==> config.mk <==
export PLATFORM = sky130hd
export DESIGN_NAME = psc_controller
export DESIGN_NICKNAME = d
export VERILOG_FILES = /design/src/psc_pkg.sv /design/src/psc_controller.sv /design/src/psc_sync.sv
export SDC_FILE = /design/constraint.sdc
export NUM_CORES = 2
export LEC_CHECK = 0
export ABC_AREA = 1
export BUFFER_PORTS_ARGS = -buffer_cell sky130_fd_sc_hd__buf_2
export CORE_ASPECT_RATIO = 1.25
export CORE_MARGIN = 1
export CORE_UTILIZATION = 40
export CTS_CLUSTER_SIZE = 12
export DETAILED_ROUTE_END_ITERATION = 12
export HOLD_SLACK_MARGIN = 0.06
export PLACE_DENSITY = 0.66
export REMOVE_ABC_BUFFERS = 1
export SLEW_MARGIN = 30
export SYNTH_ARGS = -nofsm -noshare
export SYNTH_HDL_FRONTEND = slang
export SYNTH_SLANG_ARGS = --single-unit
==> constraint.sdc <==
create_clock -name aclk -period 16.8 [get_ports aclk]
set_clock_uncertainty 0.15 [all_clocks]
set_input_delay 3.36 -clock aclk [delete_from_list [all_inputs] [get_ports aclk]]
set_output_delay 3.36 -clock aclk [all_outputs]
set_load 0.01 [all_outputs]
==> src/psc_pkg.sv <==
// Purpose: shared constants and types of the set point controller
// Assumes: 250 MHz control clock, 12-bit analog converter codes
// Notes: register offsets are byte addresses on the AXI4-Lite slave
package psc_pkg;

   ////////////////////////////////////////////////////////////////////////
   // clock and timing
   localparam int CLK_FREQ_MHZ = 250;
   localparam int SAMPLE_PERIOD_US = 1000;
   localparam int SAMPLE_CYCLES = SAMPLE_PERIOD_US * CLK_FREQ_MHZ;

   ////////////////////////////////////////////////////////////////////////
   // analog scaling
   localparam int ADC_W = 12;
   localparam logic [11:0] ADC_MAX = 12'hfff;
   localparam int CUR_FULL_MA = 20;
   localparam int CUR_ZERO_MA = 4;
   localparam int CUR_LOSS_MA = 2;
   localparam logic [11:0] CUR_MIN_CODE =
      12'(4095 * CUR_ZERO_MA / CUR_FULL_MA);
   localparam logic [11:0] CUR_LOSS_CODE =
      12'(4095 * CUR_LOSS_MA / CUR_FULL_MA);
   localparam int GAIN_FRAC = 8;
   localparam int INTEG_FRAC = 16;

   ////////////////////////////////////////////////////////////////////////
   // register map
   localparam int ADDR_W = 8;
   localparam logic [7:0] REG_CTRL = 8'h00;
   localparam logic [7:0] REG_FB_LOW = 8'h04;
   localparam logic [7:0] REG_FB_HIGH = 8'h08;
   localparam logic [7:0] REG_P_GAIN = 8'h0c;
   localparam logic [7:0] REG_I_GAIN = 8'h10;
   localparam logic [7:0] REG_D_GAIN = 8'h14;
   localparam logic [7:0] REG_RAMP = 8'h18;
   localparam logic [7:0] REG_ALARM_LOW = 8'h1c;
   localparam logic [7:0] REG_ALARM_HIGH = 8'h20;
   localparam logic [7:0] REG_KEY_SP = 8'h24;
   localparam logic [7:0] REG_KEY_SPEED = 8'h28;
   localparam logic [7:0] REG_PRESET = 8'h2c;
   localparam logic [7:0] REG_STATUS = 8'h30;
   localparam logic [7:0] REG_SPEED = 8'h34;
   localparam logic [7:0] REG_FEEDBACK = 8'h38;

   // control fields
   localparam int CTRL_MODE_LSB = 0;
   localparam int CTRL_REMOTE = 2;
   localparam int CTRL_AUTO = 3;
   localparam int CTRL_FB_SEL = 4;
   localparam int CTRL_SP_SEL_LSB = 5;
   localparam int CTRL_OL_PRESET = 7;
   localparam int CTRL_CUR_4_20 = 8;

   localparam logic [1:0] MODE_OFF = 2'h0;
   localparam logic [1:0] MODE_NORMAL = 2'h1;
   localparam logic [1:0] MODE_REVERSE = 2'h2;
   localparam logic [1:0] SP_VOLTAGE = 2'h0;
   localparam logic [1:0] SP_CURRENT = 2'h1;

   // reset values
   localparam logic [8:0] CTRL_RESET = 9'h100;
   localparam logic [15:0] FB_LOW_RESET = 16'h0000;
   localparam logic [15:0] FB_HIGH_RESET = 16'h0fff;
   localparam logic [15:0] P_GAIN_RESET = 16'h0100;
   localparam logic [15:0] ALARM_HIGH_RESET = 16'h7fff;

   localparam logic [1:0] RESP_OKAY = 2'h0;
   localparam logic [1:0] RESP_SLVERR = 2'h2;

   typedef enum logic [2:0] {
      SRC_VOLTAGE,
      SRC_CURRENT,
      SRC_KEYPAD_AUTO,
      SRC_KEYPAD_MANUAL,
      SRC_PRESET
   } psc_src_t;

endpackage

==> src/psc_controller.sv <==
// Purpose: closed-loop set point controller for a speed drive
// Assumes: AXI4-Lite register access, 12-bit feedback converters
// Notes: speed command is a 12-bit fraction of maximum speed
// What this block does
// - loop off bypasses controller, open loop
// - normal mode: rising feedback lowers speed
// - reverse mode: rising feedback raises speed
// - remote auto: analog or keypad set point
// - local auto: keypad set point only
// - manual with loop on: keypad speed
// - loop off: keypad, analog or preset
// - feedback from voltage or current input
// - minimum signal maps to low value
// - maximum signal maps to high value
// - proportional term is gain times error
// - integral rises at gain times error
// - derivative is gain times error slope
// - set point ramps; zero rate disables
// - low alarm when signal below setting
// - high alarm when signal above setting
// - current input lost below 2 mA
`timescale 1ns/1ps
`default_nettype none
module psc_controller #(
   parameter int SAMPLE_CYCLES = psc_pkg::SAMPLE_CYCLES
) (
   input wire logic aclk,
   input wire logic aresetn,
   input wire logic [7:0] s_axi_awaddr,
   input wire logic s_axi_awvalid,
   output logic s_axi_awready,
   input wire logic [31:0] s_axi_wdata,
   input wire logic [3:0] s_axi_wstrb,
   input wire logic s_axi_wvalid,
   output logic s_axi_wready,
   output logic [1:0] s_axi_bresp,
   output logic s_axi_bvalid,
   input wire logic s_axi_bready,
   input wire logic [7:0] s_axi_araddr,
   input wire logic s_axi_arvalid,
   output logic s_axi_arready,
   output logic [31:0] s_axi_rdata,
   output logic [1:0] s_axi_rresp,
   output logic s_axi_rvalid,
   input wire logic s_axi_rready,
   input wire logic [11:0] voltage_input,
   input wire logic [11:0] current_input,
   output logic [11:0] speed_cmd,
   output psc_pkg::psc_src_t speed_source,
   output logic closed_loop,
   output logic low_level_alarm,
   output logic high_level_alarm,
   output logic current_input_lost
);
   import psc_pkg::*;

   logic [11:0] volt_s, cur_s;
   logic [8:0] ctrl;
   logic signed [15:0] fb_low, fb_high, alarm_low, alarm_high, pv;
   logic [15:0] kp, ki, kd;
   logic [11:0] ramp_rate, key_sp, key_speed, preset_speed;
   logic [7:0] aw_addr;
   logic [31:0] w_data, wr_val;
   logic [3:0] w_strb;
   logic do_write;

   ////////////////////////////////////////////////////////////////////////
   // converter inputs come from pins
   psc_sync #(.W(ADC_W)) u_sync_volt (.aclk(aclk), .aresetn(aresetn),
      .d(voltage_input), .q(volt_s));
   psc_sync #(.W(ADC_W)) u_sync_cur (.aclk(aclk), .aresetn(aresetn),
      .d(current_input), .q(cur_s));

   ////////////////////////////////////////////////////////////////////////
   // register view and write merge
   function automatic logic [31:0] reg_view(input logic [7:0] a);
      case (a)
         REG_CTRL: reg_view = {23'h0, ctrl};
         REG_FB_LOW: reg_view = {16'h0, fb_low};
         REG_FB_HIGH: reg_view = {16'h0, fb_high};
         REG_P_GAIN: reg_view = {16'h0, kp};
         REG_I_GAIN: reg_view = {16'h0, ki};
         REG_D_GAIN: reg_view = {16'h0, kd};
         REG_RAMP: reg_view = {20'h0, ramp_rate};
         REG_ALARM_LOW: reg_view = {16'h0, alarm_low};
         REG_ALARM_HIGH: reg_view = {16'h0, alarm_high};
         REG_KEY_SP: reg_view = {20'h0, key_sp};
         REG_KEY_SPEED: reg_view = {20'h0, key_speed};
         REG_PRESET: reg_view = {20'h0, preset_speed};
         REG_STATUS: reg_view = {25'h0, current_input_lost,
            high_level_alarm, low_level_alarm, closed_loop, speed_source};
         REG_SPEED: reg_view = {20'h0, speed_cmd};
         REG_FEEDBACK: reg_view = {16'h0, pv};
         default: reg_view = 32'h0;
      endcase
   endfunction

   function automatic logic mapped(input logic [7:0] a);
      mapped = (a[1:0] == 2'h0) && (a <= REG_FEEDBACK);
   endfunction

   always_comb begin
      wr_val = reg_view(aw_addr);
      for (int b = 0; b < 4; b++) begin
         if (w_strb[b]) begin
            wr_val[b*8 +: 8] = w_data[b*8 +: 8];
         end
      end
   end

   ////////////////////////////////////////////////////////////////////////
   // write channel: address and data taken in either order
   assign do_write = !s_axi_awready && !s_axi_wready && !s_axi_bvalid;

   always_ff @(posedge aclk) begin
      if (!aresetn) begin
         s_axi_awready <= 1'b1;
         s_axi_wready <= 1'b1;
         s_axi_bvalid <= 1'b0;
         s_axi_bresp <= RESP_OKAY;
         aw_addr <= 8'h00;
         w_data <= 32'h0;
         w_strb <= 4'h0;
      end else begin
         if (s_axi_awready && s_axi_awvalid) begin
            s_axi_awready <= 1'b0;
            aw_addr <= s_axi_awaddr;
         end
         if (s_axi_wready && s_axi_wvalid) begin
            s_axi_wready <= 1'b0;
            w_data <= s_axi_wdata;
            w_strb <= s_axi_wstrb;
         end
         if (do_write) begin
            s_axi_bvalid <= 1'b1;
            s_axi_bresp <= mapped(aw_addr) ? RESP_OKAY : RESP_SLVERR;
         end
         if (s_axi_bvalid && s_axi_bready) begin
            s_axi_bvalid <= 1'b0;
            s_axi_awready <= 1'b1;
            s_axi_wready <= 1'b1;
         end
      end
   end

   // status, speed and feedback words are read only
   always_ff @(posedge aclk) begin
      if (!aresetn) begin
         ctrl <= CTRL_RESET;
         fb_low <= FB_LOW_RESET;
         fb_high <= FB_HIGH_RESET;
         kp <= P_GAIN_RESET;
         ki <= 16'h0;
         kd <= 16'h0;
         ramp_rate <= 12'h0;
         alarm_low <= 16'h0;
         alarm_high <= ALARM_HIGH_RESET;
         key_sp <= 12'h0;
         key_speed <= 12'h0;
         preset_speed <= 12'h0;
      end else if (do_write) begin
         case (aw_addr)
            REG_CTRL: ctrl <= wr_val[8:0];
            REG_FB_LOW: fb_low <= wr_val[15:0];
            REG_FB_HIGH: fb_high <= wr_val[15:0];
            REG_P_GAIN: kp <= wr_val[15:0];
            REG_I_GAIN: ki <= wr_val[15:0];
            REG_D_GAIN: kd <= wr_val[15:0];
            REG_RAMP: ramp_rate <= wr_val[11:0];
            REG_ALARM_LOW: alarm_low <= wr_val[15:0];
            REG_ALARM_HIGH: alarm_high <= wr_val[15:0];
            REG_KEY_SP: key_sp <= wr_val[11:0];
            REG_KEY_SPEED: key_speed <= wr_val[11:0];
            REG_PRESET: preset_speed <= wr_val[11:0];
            default: ;
         endcase
      end
   end

   // read channel answers one cycle after the address is taken
   always_ff @(posedge aclk) begin
      if (!aresetn) begin
         s_axi_arready <= 1'b1;
         s_axi_rvalid <= 1'b0;
         s_axi_rdata <= 32'h0;
         s_axi_rresp <= RESP_OKAY;
      end else if (s_axi_arready && s_axi_arvalid) begin
         s_axi_arready <= 1'b0;
         s_axi_rvalid <= 1'b1;
         s_axi_rdata <= reg_view(s_axi_araddr);
         s_axi_rresp <= mapped(s_axi_araddr) ? RESP_OKAY : RESP_SLVERR;
      end else if (s_axi_rvalid && s_axi_rready) begin
         s_axi_rvalid <= 1'b0;
         s_axi_arready <= 1'b1;
      end
   end

   ////////////////////////////////////////////////////////////////////////
   // scaling and source selection
   logic [1:0] mode, sp_sel;
   logic loop_on, is_auto, next_closed;
   logic [11:0] cur_q, fb_q, target, sp_src;
   logic [12:0] cur_d, cur_x, fb_n;
   psc_src_t next_src;
   logic signed [31:0] span, mon, fb_w;

   assign mode = ctrl[CTRL_MODE_LSB +: 2];
   assign sp_sel = ctrl[CTRL_SP_SEL_LSB +: 2];
   assign is_auto = ctrl[CTRL_AUTO];
   assign loop_on = (mode == MODE_NORMAL) || (mode == MODE_REVERSE);
   assign next_closed = loop_on && is_auto;
   // set point followed even while open, so closing the loop is bumpless
   assign sp_src = !ctrl[CTRL_REMOTE] ? key_sp
      : (sp_sel == SP_VOLTAGE) ? volt_s
      : (sp_sel == SP_CURRENT) ? cur_q : key_sp;

   always_comb begin
      // 4 mA offset removed, 16 mA span stretched by 5/4 to full scale
      cur_d = (cur_s > CUR_MIN_CODE) ? {1'b0, cur_s - CUR_MIN_CODE} : 13'h0;
      cur_x = cur_d + {2'b00, cur_d[12:2]};
      cur_q = cur_x[12] ? ADC_MAX : cur_x[11:0];
      fb_q = ctrl[CTRL_FB_SEL] ? cur_q : volt_s;
      if (next_closed) begin
         if (ctrl[CTRL_REMOTE] && sp_sel == SP_VOLTAGE) begin
            next_src = SRC_VOLTAGE;
            target = volt_s;
         end else if (ctrl[CTRL_REMOTE] && sp_sel == SP_CURRENT) begin
            next_src = SRC_CURRENT;
            target = cur_q;
         end else begin
            next_src = SRC_KEYPAD_AUTO;
            target = key_sp;
         end
      end else if (!is_auto) begin
         next_src = SRC_KEYPAD_MANUAL;
         target = key_speed;
      end else if (ctrl[CTRL_OL_PRESET]) begin
         next_src = SRC_PRESET;
         target = preset_speed;
      end else if (sp_sel == SP_CURRENT) begin
         next_src = SRC_CURRENT;
         target = cur_q;
      end else begin
         next_src = SRC_VOLTAGE;
         target = volt_s;
      end
   end

   assign span = 32'(fb_high) - 32'(fb_low);
   // full-scale code counts as 4096 so the high value is reached exactly
   assign fb_n = {1'b0, fb_q} + {12'h0, fb_q[11]};
   assign fb_w = 32'(fb_n);
   assign mon = closed_loop ? 32'(pv) : {20'h0, target};

   ////////////////////////////////////////////////////////////////////////
   // sample pulse, one per control period
   logic [31:0] div_cnt;
   logic sample;

   always_ff @(posedge aclk) begin
      if (!aresetn) begin
         div_cnt <= 32'h0;
         sample <= 1'b0;
      end else begin
         sample <= (div_cnt == 32'(SAMPLE_CYCLES - 1));
         div_cnt <= (div_cnt == 32'(SAMPLE_CYCLES - 1)) ? 32'h0
            : div_cnt + 32'h1;
      end
   end

   ////////////////////////////////////////////////////////////////////////
   // controller arithmetic
   logic [11:0] sp_ramp;
   logic signed [31:0] err, e_prev, p_term, d_term, i_acc, sum;
   logic sat_hi, sat_lo, hold;
   // signed copies keep products and shifts arithmetic for negative error
   logic signed [31:0] kp_w, kd_w, top;

   assign kp_w = {16'h0, kp};
   assign kd_w = {16'h0, kd};
   assign top = {20'h0, ADC_MAX};

   always_comb begin
      err = 32'({1'b0, sp_ramp}) - 32'({1'b0, fb_q});
      if (mode == MODE_REVERSE) begin
         err = -err;
      end
   end
   assign p_term = (kp_w * err) >>> GAIN_FRAC;
   assign d_term = (kd_w * (err - e_prev)) >>> GAIN_FRAC;
   assign sum = p_term + (i_acc >>> INTEG_FRAC) + d_term;
   assign hold = (sat_hi && err > 0) || (sat_lo && err < 0);

   always_ff @(posedge aclk) begin
      if (!aresetn) begin
         sp_ramp <= 12'h0;
      end else if (!closed_loop || (sample && ramp_rate == 12'h0)) begin
         sp_ramp <= sp_src;
      end else if (sample) begin
         if (sp_src > sp_ramp) begin
            sp_ramp <= (sp_src - sp_ramp > ramp_rate) ? sp_ramp + ramp_rate
               : sp_src;
         end else begin
            sp_ramp <= (sp_ramp - sp_src > ramp_rate) ? sp_ramp - ramp_rate
               : sp_src;
         end
      end
   end

   // speed command and integral state
   always_ff @(posedge aclk) begin
      if (!aresetn || !closed_loop) begin
         i_acc <= 32'h0;
         e_prev <= 32'h0;
         sat_hi <= 1'b0;
         sat_lo <= 1'b0;
      end else if (sample) begin
         e_prev <= err;
         if (!hold) begin
            i_acc <= i_acc + 32'({16'h0, ki}) * err;
         end
         sat_hi <= sum > top;
         sat_lo <= sum < 0;
      end
   end

   always_ff @(posedge aclk) begin
      if (!aresetn) begin
         speed_cmd <= 12'h0;
      end else if (!closed_loop) begin
         speed_cmd <= target;
      end else if (sample) begin
         if (sum > top) begin
            speed_cmd <= ADC_MAX;
         end else if (sum < 0) begin
            speed_cmd <= 12'h0;
         end else begin
            speed_cmd <= sum[11:0];
         end
      end
   end

   ////////////////////////////////////////////////////////////////////////
   // indications
   always_ff @(posedge aclk) begin
      if (!aresetn) begin
         closed_loop <= 1'b0;
         speed_source <= SRC_KEYPAD_MANUAL;
         pv <= 16'h0;
         low_level_alarm <= 1'b0;
         high_level_alarm <= 1'b0;
         current_input_lost <= 1'b0;
      end else begin
         closed_loop <= next_closed;
         speed_source <= next_src;
         pv <= 16'(32'(fb_low) + ((span * fb_w) >>> ADC_W));
         low_level_alarm <= mon < 32'(alarm_low);
         high_level_alarm <= mon > 32'(alarm_high);
         current_input_lost <= ctrl[CTRL_CUR_4_20] && cur_s < CUR_LOSS_CODE;
      end
   end

   ////////////////////////////////////////////////////////////////////////
   // checks
   property p_loop_off;
      @(posedge aclk) disable iff (!aresetn)
      (!loop_on) |=> !closed_loop ##1 (speed_cmd == $past(target));
   endproperty
   a_loop_off: assert property (p_loop_off)
      else $error("loop off did not bypass controller");

   property p_manual_src;
      @(posedge aclk) disable iff (!aresetn)
      (loop_on && !is_auto) |=> (speed_source == SRC_KEYPAD_MANUAL);
   endproperty
   a_manual_src: assert property (p_manual_src)
      else $error("manual mode source code wrong");

   property p_local_src;
      @(posedge aclk) disable iff (!aresetn)
      (next_closed && !ctrl[CTRL_REMOTE]) |=>
         (speed_source == SRC_KEYPAD_AUTO) && closed_loop;
   endproperty
   a_local_src: assert property (p_local_src)
      else $error("local auto source code wrong");

   property p_low_alarm;
      @(posedge aclk) disable iff (!aresetn)
      (mon < 32'(alarm_low)) |=> low_level_alarm;
   endproperty
   a_low_alarm: assert property (p_low_alarm)
      else $error("low alarm missed");

   property p_high_alarm;
      @(posedge aclk) disable iff (!aresetn)
      (mon <= 32'(alarm_high)) |=> !high_level_alarm;
   endproperty
   a_high_alarm: assert property (p_high_alarm)
      else $error("high alarm raised in range");

   property p_loss;
      @(posedge aclk) disable iff (!aresetn)
      (ctrl[CTRL_CUR_4_20] && cur_s < CUR_LOSS_CODE) |=> current_input_lost;
   endproperty
   a_loss: assert property (p_loss)
      else $error("current input loss missed");

   property p_ramp_off;
      @(posedge aclk) disable iff (!aresetn)
      (closed_loop && sample && ramp_rate == 12'h0) |=>
         (sp_ramp == $past(sp_src));
   endproperty
   a_ramp_off: assert property (p_ramp_off)
      else $error("zero ramp rate still ramps");

   property p_clamp;
      @(posedge aclk) disable iff (!aresetn)
      (closed_loop && sample && next_closed && sum > top)
         |=> (speed_cmd == ADC_MAX) && sat_hi;
   endproperty
   a_clamp: assert property (p_clamp)
      else $error("speed command not clamped at maximum");

   property p_integ_clear;
      @(posedge aclk) disable iff (!aresetn)
      (!closed_loop) |=> (i_acc == 32'h0);
   endproperty
   a_integ_clear: assert property (p_integ_clear)
      else $error("integral not cleared while loop open");
endmodule
`default_nettype wire

==> src/psc_sync.sv <==
// Purpose: two-stage synchroniser for converter codes from the pins
// Assumes: the converter holds a code stable for several clocks
// Notes: a multi-bit code may tear for one cycle during a change
`timescale 1ns/1ps
`default_nettype none
module psc_sync #(
   parameter int W = 12
) (
   input wire logic aclk,
   input wire logic aresetn,
   input wire logic [W-1:0] d,
   output logic [W-1:0] q
);
   logic [W-1:0] meta;

   always_ff @(posedge aclk) begin
      if (!aresetn) begin
         meta <= '0;
         q <= '0;
      end else begin
         meta <= d;
         q <= meta;
      end
   end
endmodule
`default_nettype wire

Yosys cells after proc, flatten, opt, wreduce, memory -nomap -nowiden
Index checks and enable logic that the tools add are counted.
W data, S select, Z words.
{"block": "classes", "add_sub_neg": 16, "multipliers": 4, "n_lt_le_gt_ge": 13, "n_eq_ne": 30, "n_mux": 39, "bitwise_logic": 2, "reduce_logical": 48}
{"cell": "$mux W12", "count": 21}
{"cell": "$pmux W16 S15", "count": 1}
{"cell": "$pmux W16 S11", "count": 1}
{"cell": "$eq A8 B6 Y1 const B", "count": 11}
{"cell": "$eq A8 B5 Y1 const B", "count": 8}
{"cell": "$mul A17 B32 Y32", "count": 2}
{"cell": "$mux W32", "count": 2}
{"cell": "$gt A12 B12 Y1", "count": 3}
{"cell": "$sub A12 B12 Y12", "count": 3}
{"cell": "$add A32 B1 Y32 const B", "count": 1}
{"cell": "$add A32 B32 Y32", "count": 1}
{"cell": "$eq A32 B18 Y1 const B", "count": 1}
{"cell": "$eq A8 B4 Y1 const B", "count": 4}
{"cell": "$gt A32 B1 Y1 const B", "count": 1}
{"cell": "$gt A32 B16 Y1", "count": 1}
{"cell": "$lt A32 B1 Y1 const B", "count": 1}
{"cell": "$lt A32 B16 Y1", "count": 1}
{"cell": "$mul A16 B32 Y32", "count": 1}
{"cell": "$neg A13 Y32", "count": 1}
{"cell": "$sub A32 B32 Y32", "count": 1}
{"cell": "$mul A17 B14 Y28", "count": 1}
{"cell": "$add A25 B24 Y26", "count": 1}
{"cell": "$gt A26 B13 Y1 const B", "count": 1}
{"cell": "$lt A26 B1 Y1 const B", "count": 1}
{"cell": "29 further kinds", "count": 82}
{"block": "word_totals", "register_bits": 430, "input_bits": 83, "out_inout_bits": 60, "elab_cells": 193}

Longest topological paths before layout
{"block": "logic_depth", "ltp_word": 16, "mapped_depth": 97, "ltp_nobuf": 93}

Hierarchy
Synthesis repeated with hierarchy kept, for this count alone.
{"block": "unflattened", "cells_unflattened": 9374, "area_unflattened_um2": 70411.3}
{"mod": "psc_controller", "n_inst": 1, "cells_per_inst": 9226, "area_each_um2": 69045.0, "seq_area_each_um2": 7267.0}
{"mod": "psc_sync", "n_inst": 2, "cells_per_inst": 74, "area_each_um2": 683.2, "seq_area_each_um2": 480.5}

Worst setup path after synthesis
OpenSTA, ideal clock, no wires.
{"block": "synth_timing", "kind": "flip-flop to flip-flop", "start": "reg u_sync_cur.q[6]", "end": "reg speed_cmd[7]", "setup_time_ns": 0.109, "arrival_ns": 14.131, "t_required_ns": 16.541, "setup_slack_ns": 2.410, "stages_incl_launch_ff": 94, "path_buffers": 5, "period_less_slack_ns": 14.390, "path_cell_list": "dfxtp_1 > inv_2 > nand2_1 > nor2_1 > nand2_1 > nand3_2 > buf_6 > o21ai_0 > a21oi_1 > ha_1 > fa_1 > nand2_1 > nand2_1 > nand2_4 > nand2_4 > nand2_4 > nand2_4 > nand3_2 > [58 not listed] > ha_1 > nand2_1 > inv_1 > nand3_1 > nor3_1 > nand3_1 > o2111ai_1 > xor2_1 > nand3_1 > nor3_1 > nand4_1 > nand2_1 > buf_2 > o21ai_0 > nand2_1 > nand3_1 > nand2_1 > inv_1"}
{"block": "synth_via", "elab_chain_cells": 16, "word_cells_on_any_way": 26, "cone_classes": "7 x add/sub; 2 x mul; 3 x order compare; 14 x mux"}
{"item": "start: declaration", "line": "psc_sync.sv:12", "rtl": "output logic [W-1:0] q"}
{"item": "start signal: assignment", "line": "psc_sync.sv:22", "rtl": "q <= meta;"}
{"item": "$sub A12 B10 Y12 / $gt A12 B10 Y1 (equally long branches)", "line": "psc_controller.sv:219", "rtl": "cur_d = (cur_s > CUR_MIN_CODE) ? {1'b0, cur_s - CUR_MIN_CODE} : 13'h0;"}
{"item": "$mux W12 (*)", "line": "psc_controller.sv:219"}
{"item": "$add A12 B10 Y13 (*)", "line": "psc_controller.sv:220", "rtl": "cur_x = cur_d + {2'b00, cur_d[12:2]};"}
{"item": "$mux W12 (*)", "line": "psc_controller.sv:221", "rtl": "cur_q = cur_x[12] ? ADC_MAX : cur_x[11:0];"}
{"item": "$mux W12 (*)", "line": "psc_controller.sv:222", "rtl": "fb_q = ctrl[CTRL_FB_SEL] ? cur_q : volt_s;"}
{"item": "$sub A12 B12 Y13 (*)", "line": "psc_controller.sv:284", "rtl": "err = 32'({1'b0, sp_ramp}) - 32'({1'b0, fb_q});"}
{"item": "$neg A13 Y32", "line": "psc_controller.sv:286", "rtl": "err = -err;"}
{"item": "$mux W32 (*)", "line": "psc_controller.sv:285", "rtl": "if (mode == MODE_REVERSE) begin"}
{"item": "named net err[12]", "line": "psc_controller.sv:274", "rtl": "logic signed [31:0] err, e_prev, p_term, d_term, i_acc, sum;"}
{"item": "$sub A32 B32 Y32 / $mul A17 B32 Y32 (equally long branches)", "line": "psc_controller.sv:290, psc_controller.sv:289"}
{"item": "$mul A17 B32 Y32 / $add A24 B16 Y25 (equally long branches)", "line": "psc_controller.sv:290, psc_controller.sv:291"}
{"item": "$add A25 B24 Y26 (*)", "line": "psc_controller.sv:291", "rtl": "assign sum = p_term + (i_acc >>> INTEG_FRAC) + d_term;"}
{"item": "$lt A26 B1 Y1", "line": "psc_controller.sv:335", "rtl": "end else if (sum < 0) begin"}
{"item": "$mux W12", "line": "psc_controller.sv:335"}
{"item": "$mux W12 (*)", "line": "psc_controller.sv:333", "rtl": "if (sum > top) begin"}
{"item": "$mux W12 (*)", "line": "psc_controller.sv:332", "rtl": "end else if (sample) begin"}
{"item": "$mux W12 (*)", "line": "psc_controller.sv:330", "rtl": "end else if (!closed_loop) begin"}
{"item": "end signal: assignment", "line": "psc_controller.sv:331", "rtl": "speed_cmd <= target;"}
{"item": "end signal: assignment", "line": "psc_controller.sv:338", "rtl": "speed_cmd <= sum[11:0];"}
{"item": "end: declaration", "line": "psc_controller.sv:48", "rtl": "output logic [11:0] speed_cmd,"}
The timed path passes the listed nets; every way through them passes the cells marked *. The select of a mux whose other input is x is not followed.
A chain may end at the register's enable or synchronous reset.

Worst setup path after layout
{"block": "layout_timing", "start": "reg u_sync_cur.q[7]", "end": "reg speed_cmd[9]"}
{"block": "layout_via", "elab_chain_cells": 16, "word_cells_on_any_way": 26, "cone_classes": "7 x add/sub; 2 x mul; 3 x order compare; 14 x mux"}
{"item": "$sub A12 B10 Y12 / $gt A12 B10 Y1 (equally long branches)", "line": "psc_controller.sv:219"}
{"item": "$mux W12 (*)", "line": "psc_controller.sv:219"}
{"item": "$add A12 B10 Y13 (*)", "line": "psc_controller.sv:220"}
{"item": "$mux W12 (*)", "line": "psc_controller.sv:221"}
{"item": "$mux W12", "line": "psc_controller.sv:222"}
{"item": "$sub A12 B12 Y13", "line": "psc_controller.sv:284"}
{"item": "$neg A13 Y32", "line": "psc_controller.sv:286"}
{"item": "$mux W32", "line": "psc_controller.sv:285"}
{"item": "$sub A32 B32 Y32 / $mul A17 B32 Y32 (equally long branches)", "line": "psc_controller.sv:290, psc_controller.sv:289"}
{"item": "$mul A17 B32 Y32 / $add A24 B16 Y25 (equally long branches)", "line": "psc_controller.sv:290, psc_controller.sv:291"}
{"item": "$add A25 B24 Y26", "line": "psc_controller.sv:291"}
{"item": "$lt A26 B1 Y1", "line": "psc_controller.sv:335"}
{"item": "$mux W12", "line": "psc_controller.sv:335"}
{"item": "$mux W12", "line": "psc_controller.sv:333"}
{"item": "$mux W12", "line": "psc_controller.sv:332"}
{"item": "$mux W12 (*)", "line": "psc_controller.sv:330"}
Mark *: on every way between the ends. The rest lies on a longest branch, timed or not. The select of a mux whose other input is x is not followed.

==> out/results.md <==
### STA
- highest clock rate: 63.35 MHz
- hold slack final: 241.5 ps
- shortest clock period the worst path allows after layout: 15,780 ps
- setup total negative slack: 0 ps
- transition at the pin with the smallest max-transition slack: 1141 ps
- count of endpoints failing setup in the final report: 0
- Hold Fails Final Rpt: 0
- headroom to the max-slew limit: 23.42%
- Final Max Tran Viols: 0
- portion of the clock cycle consumed by the worst path in the final layout: 93.96%

### Global routing
- Remaining Overflow, GRT: 0
- vias in the first global route: 65,094
- pin count of the biggest net entering global routing: 74
- global-route wire length before repair: 394,700 um
- number of antenna violations at the first check in global routing: 10
- Total GRT Usage: 29.46%

### Floorplanning
- site row count: 172
- die height: 472.3 um
- initial standard-cell utilization of the core: 40.26%
- # IOs: 143
- core box area: 175,800 um2
- die width: 378.3 um
- die area: 178,700 um2

### Synthesis
- Yosys warning total: 0
- average cell area after synthesis: 7.520 um2
- number of distinct standard cells referenced by the synthesized netlist: 75
- gate count after technology mapping: 9,413
- async set-reset flop share out of synthesis: 0%
- post-synthesis sequential area ratio: 11.62%
- number of flops mapped to enable cells by yosys: 0
- Synth Register Bits: 411
- netlist area before placement: 70,790 um2
- top flip-flop cell by instance count after synthesis: dfxtp_1

### Setup path
- Critical Path Start Type: flop
- Slowest-stage cell, CP: xnor2_1
- cell seen most often among critical-path stages: nand2_1
- type of the worst setup path: flop to flop
- gate family responsible for the most delay along the worst path: adder cells
- Reg-to-Reg Start: u_sync_cur.q[7]$_SDFF_PN0_
- data arrival time of the critical path: 16,210 ps
- crit path max fanout: 18
- number of cells on the worst reg-to-reg path: 85
- worst reg2reg endpoint: speed_cmd[9]$_SDFFE_PN0P_
- WP buf/inv: 18
- register-to-register setup slack: 1020 ps
- type of destination of the critical path: flop
- delay of the slowest cell on the worst path: 550 ps
- required time of the critical path: 17,220 ps

### Route
- antenna-violating nets left: 0
- DRC violations left: 0
- DRT Pass-1 Iters: 6
- final routed wirelength across all metal layers: 260,700 um
- detailed-route vias per instance: 5.399
- Initial DRC Count: 6,027
- post-DR wirelength/cell: 22.14 um
- vias: 63,575

### Min path
- hold path startpoint: u_sync_volt.meta[0]$_SDFF_PN0_
- Hold WC Path Type: flop to flop
- hold endpoint: u_sync_volt.q[0]$_SDFF_PN0_
- worst hold stages: 2

### Run status
- run status: completed

### Placed design
- Port-buffer cells: 106
- final HPWL from detailed placement: 210,100 um
- instance area at placement: 74,110 um2
- Routability Congestion: 1.051

### Clock tree
- clock transition at the registers of the reported paths: 60 ps
- post-cts hold buffer count: 0
- Num CTS Buffers: 52
- Sinks on Clock Net: 411
- Root Driver: clkbuf_16
- H-tree depth: 2
- clock tree from TritonCTS: yes
- maximum number of buffers from clock root to sink: 3
- Clock Latency Late Sink: 700 ps

### Finish
- utilization of the core after routing: 43.34%
- Non-Filler Cell Area, Final: 76,200 um2
- layout overhead on the synthesized area: 7.637%
- proportion of layout cells with a drive suffix above 1: 5.827%
- post-layout net count: 11,141

### Power and ir drop
- Cell Pwr Density: 58.02 nW/um2
- total power of the final layout: 4.421 mW
- maximum vdd ir drop: 0.08299 mV
- static leakage: 37.69 nW

### Run
- max-cap violation count: 0

-- cell families (layout without fill, tap and decap cells) --
family / after synthesis / count (layout) / share of synthesized area, %
xor gates and xnor gates: 259 / 259 / 3.273
AOI/OAI and AO/OA: 1434 / 1434 / 11.52
other: 1 / 23 / 0.005297
adders and majority gates: 1675 / 1675 / 41.98
DFF: 411 / 411 / 11.62
buffers and inverters: 2663 / 2654 / 14.33
and+or+nand+nor: 2970 / 2970 / 17.27
-- per-stage QoR --
stage	worst slack [ps]	std cells
final	1015	11775
after global routing	-41.88	11771
after CTS	378.5	11758
after detailed placement	429.0	11666
after global placement	548.2	11666
after floorplan	1573	9053
-- worst max path at each step --
stage | startpoint | end | cells after the start
after detailed placement | u_sync_cur.q[7]$_SDFF_PN0_ | speed_cmd[6]$_SDFFE_PN0P_ | 87
after CTS | u_sync_cur.q[7]$_SDFF_PN0_ | speed_cmd[9]$_SDFFE_PN0P_ | 88
final | u_sync_cur.q[7]$_SDFF_PN0_ | speed_cmd[9]$_SDFFE_PN0P_ | 85
after floorplan | u_sync_cur.q[6]$_SDFF_PN0_ | speed_cmd[5]$_SDFFE_PN0P_ | 84
after global routing | u_sync_cur.q[7]$_SDFF_PN0_ | speed_cmd[10]$_SDFFE_PN0P_ | 91
after global placement | u_sync_cur.q[7]$_SDFF_PN0_ | speed_cmd[5]$_SDFFE_PN0P_ | 88
-- synth_stat cells (all sizes together), types with 2 or more instances --
master | instances | area (um2)
a21oi | 588 | 2958
xor2 | 178 | 1574
a21o | 16 | 120.1
or2 | 23 | 143.9
and2 | 2 | 12.52
nand4 | 59 | 390.4
o21ai | 488 | 2457
a221oi | 54 | 473.0
o221ai | 27 | 236.5
o2111ai | 24 | 210.2
clkinv | 24 | 90.09
fa | 1167 | 23360
o311ai | 3 | 26.28
or4 | 2 | 15.01
nand3b | 13 | 101.4
a21boi | 15 | 120.1
o21a | 17 | 127.6
a2111oi | 3 | 26.28
buf | 67 | 400.4
nand3 | 234 | 1271
nand2 | 1727 | 6608
o211ai | 27 | 202.7
dfxtp | 411 | 8228
o31ai | 14 | 105.1
nor3b | 5 | 42.54
ha | 508 | 6356
a22oi | 2 | 15.01
a2111o | 2 | 22.52
inv | 2262 | 8491
nor2 | 820 | 3148
nor3 | 61 | 325.3
a211oi | 15 | 112.6
o22ai | 83 | 519.3
nor4 | 21 | 146.4
o21bai | 28 | 210.2
clkbuf | 310 | 1164
xnor2 | 81 | 743.2
o41ai | 7 | 61.31
a31oi | 16 | 100.1
-- metal layers --
| layer | part of all wire, % | track usage [%] | wire (um) |
|---|---|---|---|
| met1 | 37 | 34.77 | 95350 |
| met2 | 46 | 48.09 | 119200 |
| met4 | 8.3 | 19.93 | 21750 |
| met5 | 0.020 | 0 | 53 |
| met3 | 9.3 | 6.040 | 24290 |
-- worst register-to-register path, delay by kind of cell, from the launching register on --
family / cells / cell delay [ps]
compound gates: 10 / 2270
buf+inv: 18 / 2180
fa+ha+maj: 15 / 6320
xor+xnor: 3 / 720
simple gates: 39 / 3670
flops: 1 / 380
-- power breakdown --
part | switching, mW | internal, mW
registers | 0.0220 | 1.00
logic | 1.54 | 0.663
clock network | 0.513 | 0.684
total | 2.07 | 2.35
-- layout by cell type, fill, tap and decap left out, drive strengths merged, types with 21 or more instances in the layout --
master	Yosys	routed
o22ai	83	83
or2	23	23
o221ai	27	27
inv	2262	2266
clkinv	24	33
ha	508	508
nor3	61	61
a21oi	588	588
buf	67	276
o211ai	27	27
nand4	59	59
o21bai	28	28
dfxtp	411	411
clkbuf	310	68
xnor2	81	81
a221oi	54	54
o2111ai	24	24
xor2	178	178
nand2	1727	1727
nor4	21	21
fa	1167	1167
nand3	234	234
o21ai	488	488
nor2	820	820
-- final cells by class --
type / instances / area (um2)
diodes: 5 / 12.51
clock buffers: 68 / 1441
clock inverters: 24 / 315.3
fillers: 17903 / 99630
inverters: 2286 / 8588
multi-input cells: 6356 / 52830
flip-flops and latches: 411 / 8237
well taps: 2349 / 2939
repair buffers: 276 / 1833
-- state kept, by name, summed over array words and instances, names as in the netlist, 16 cells and up --
name,count
kd,16
kp,16
alarm_low,16
fb_high,16
s_axi_rdata,16
fb_low,16
w_data,16
e_prev,31
pv,16
ki,16
alarm_high,16
i_acc,32
div_cnt,32
-- repair_timing --
action,in CTS,in global routing
resized for setup,0,44
endpoints found under the setup margin,0,14
buffers inserted,0,12
Power figures use the tool's default switching activity.
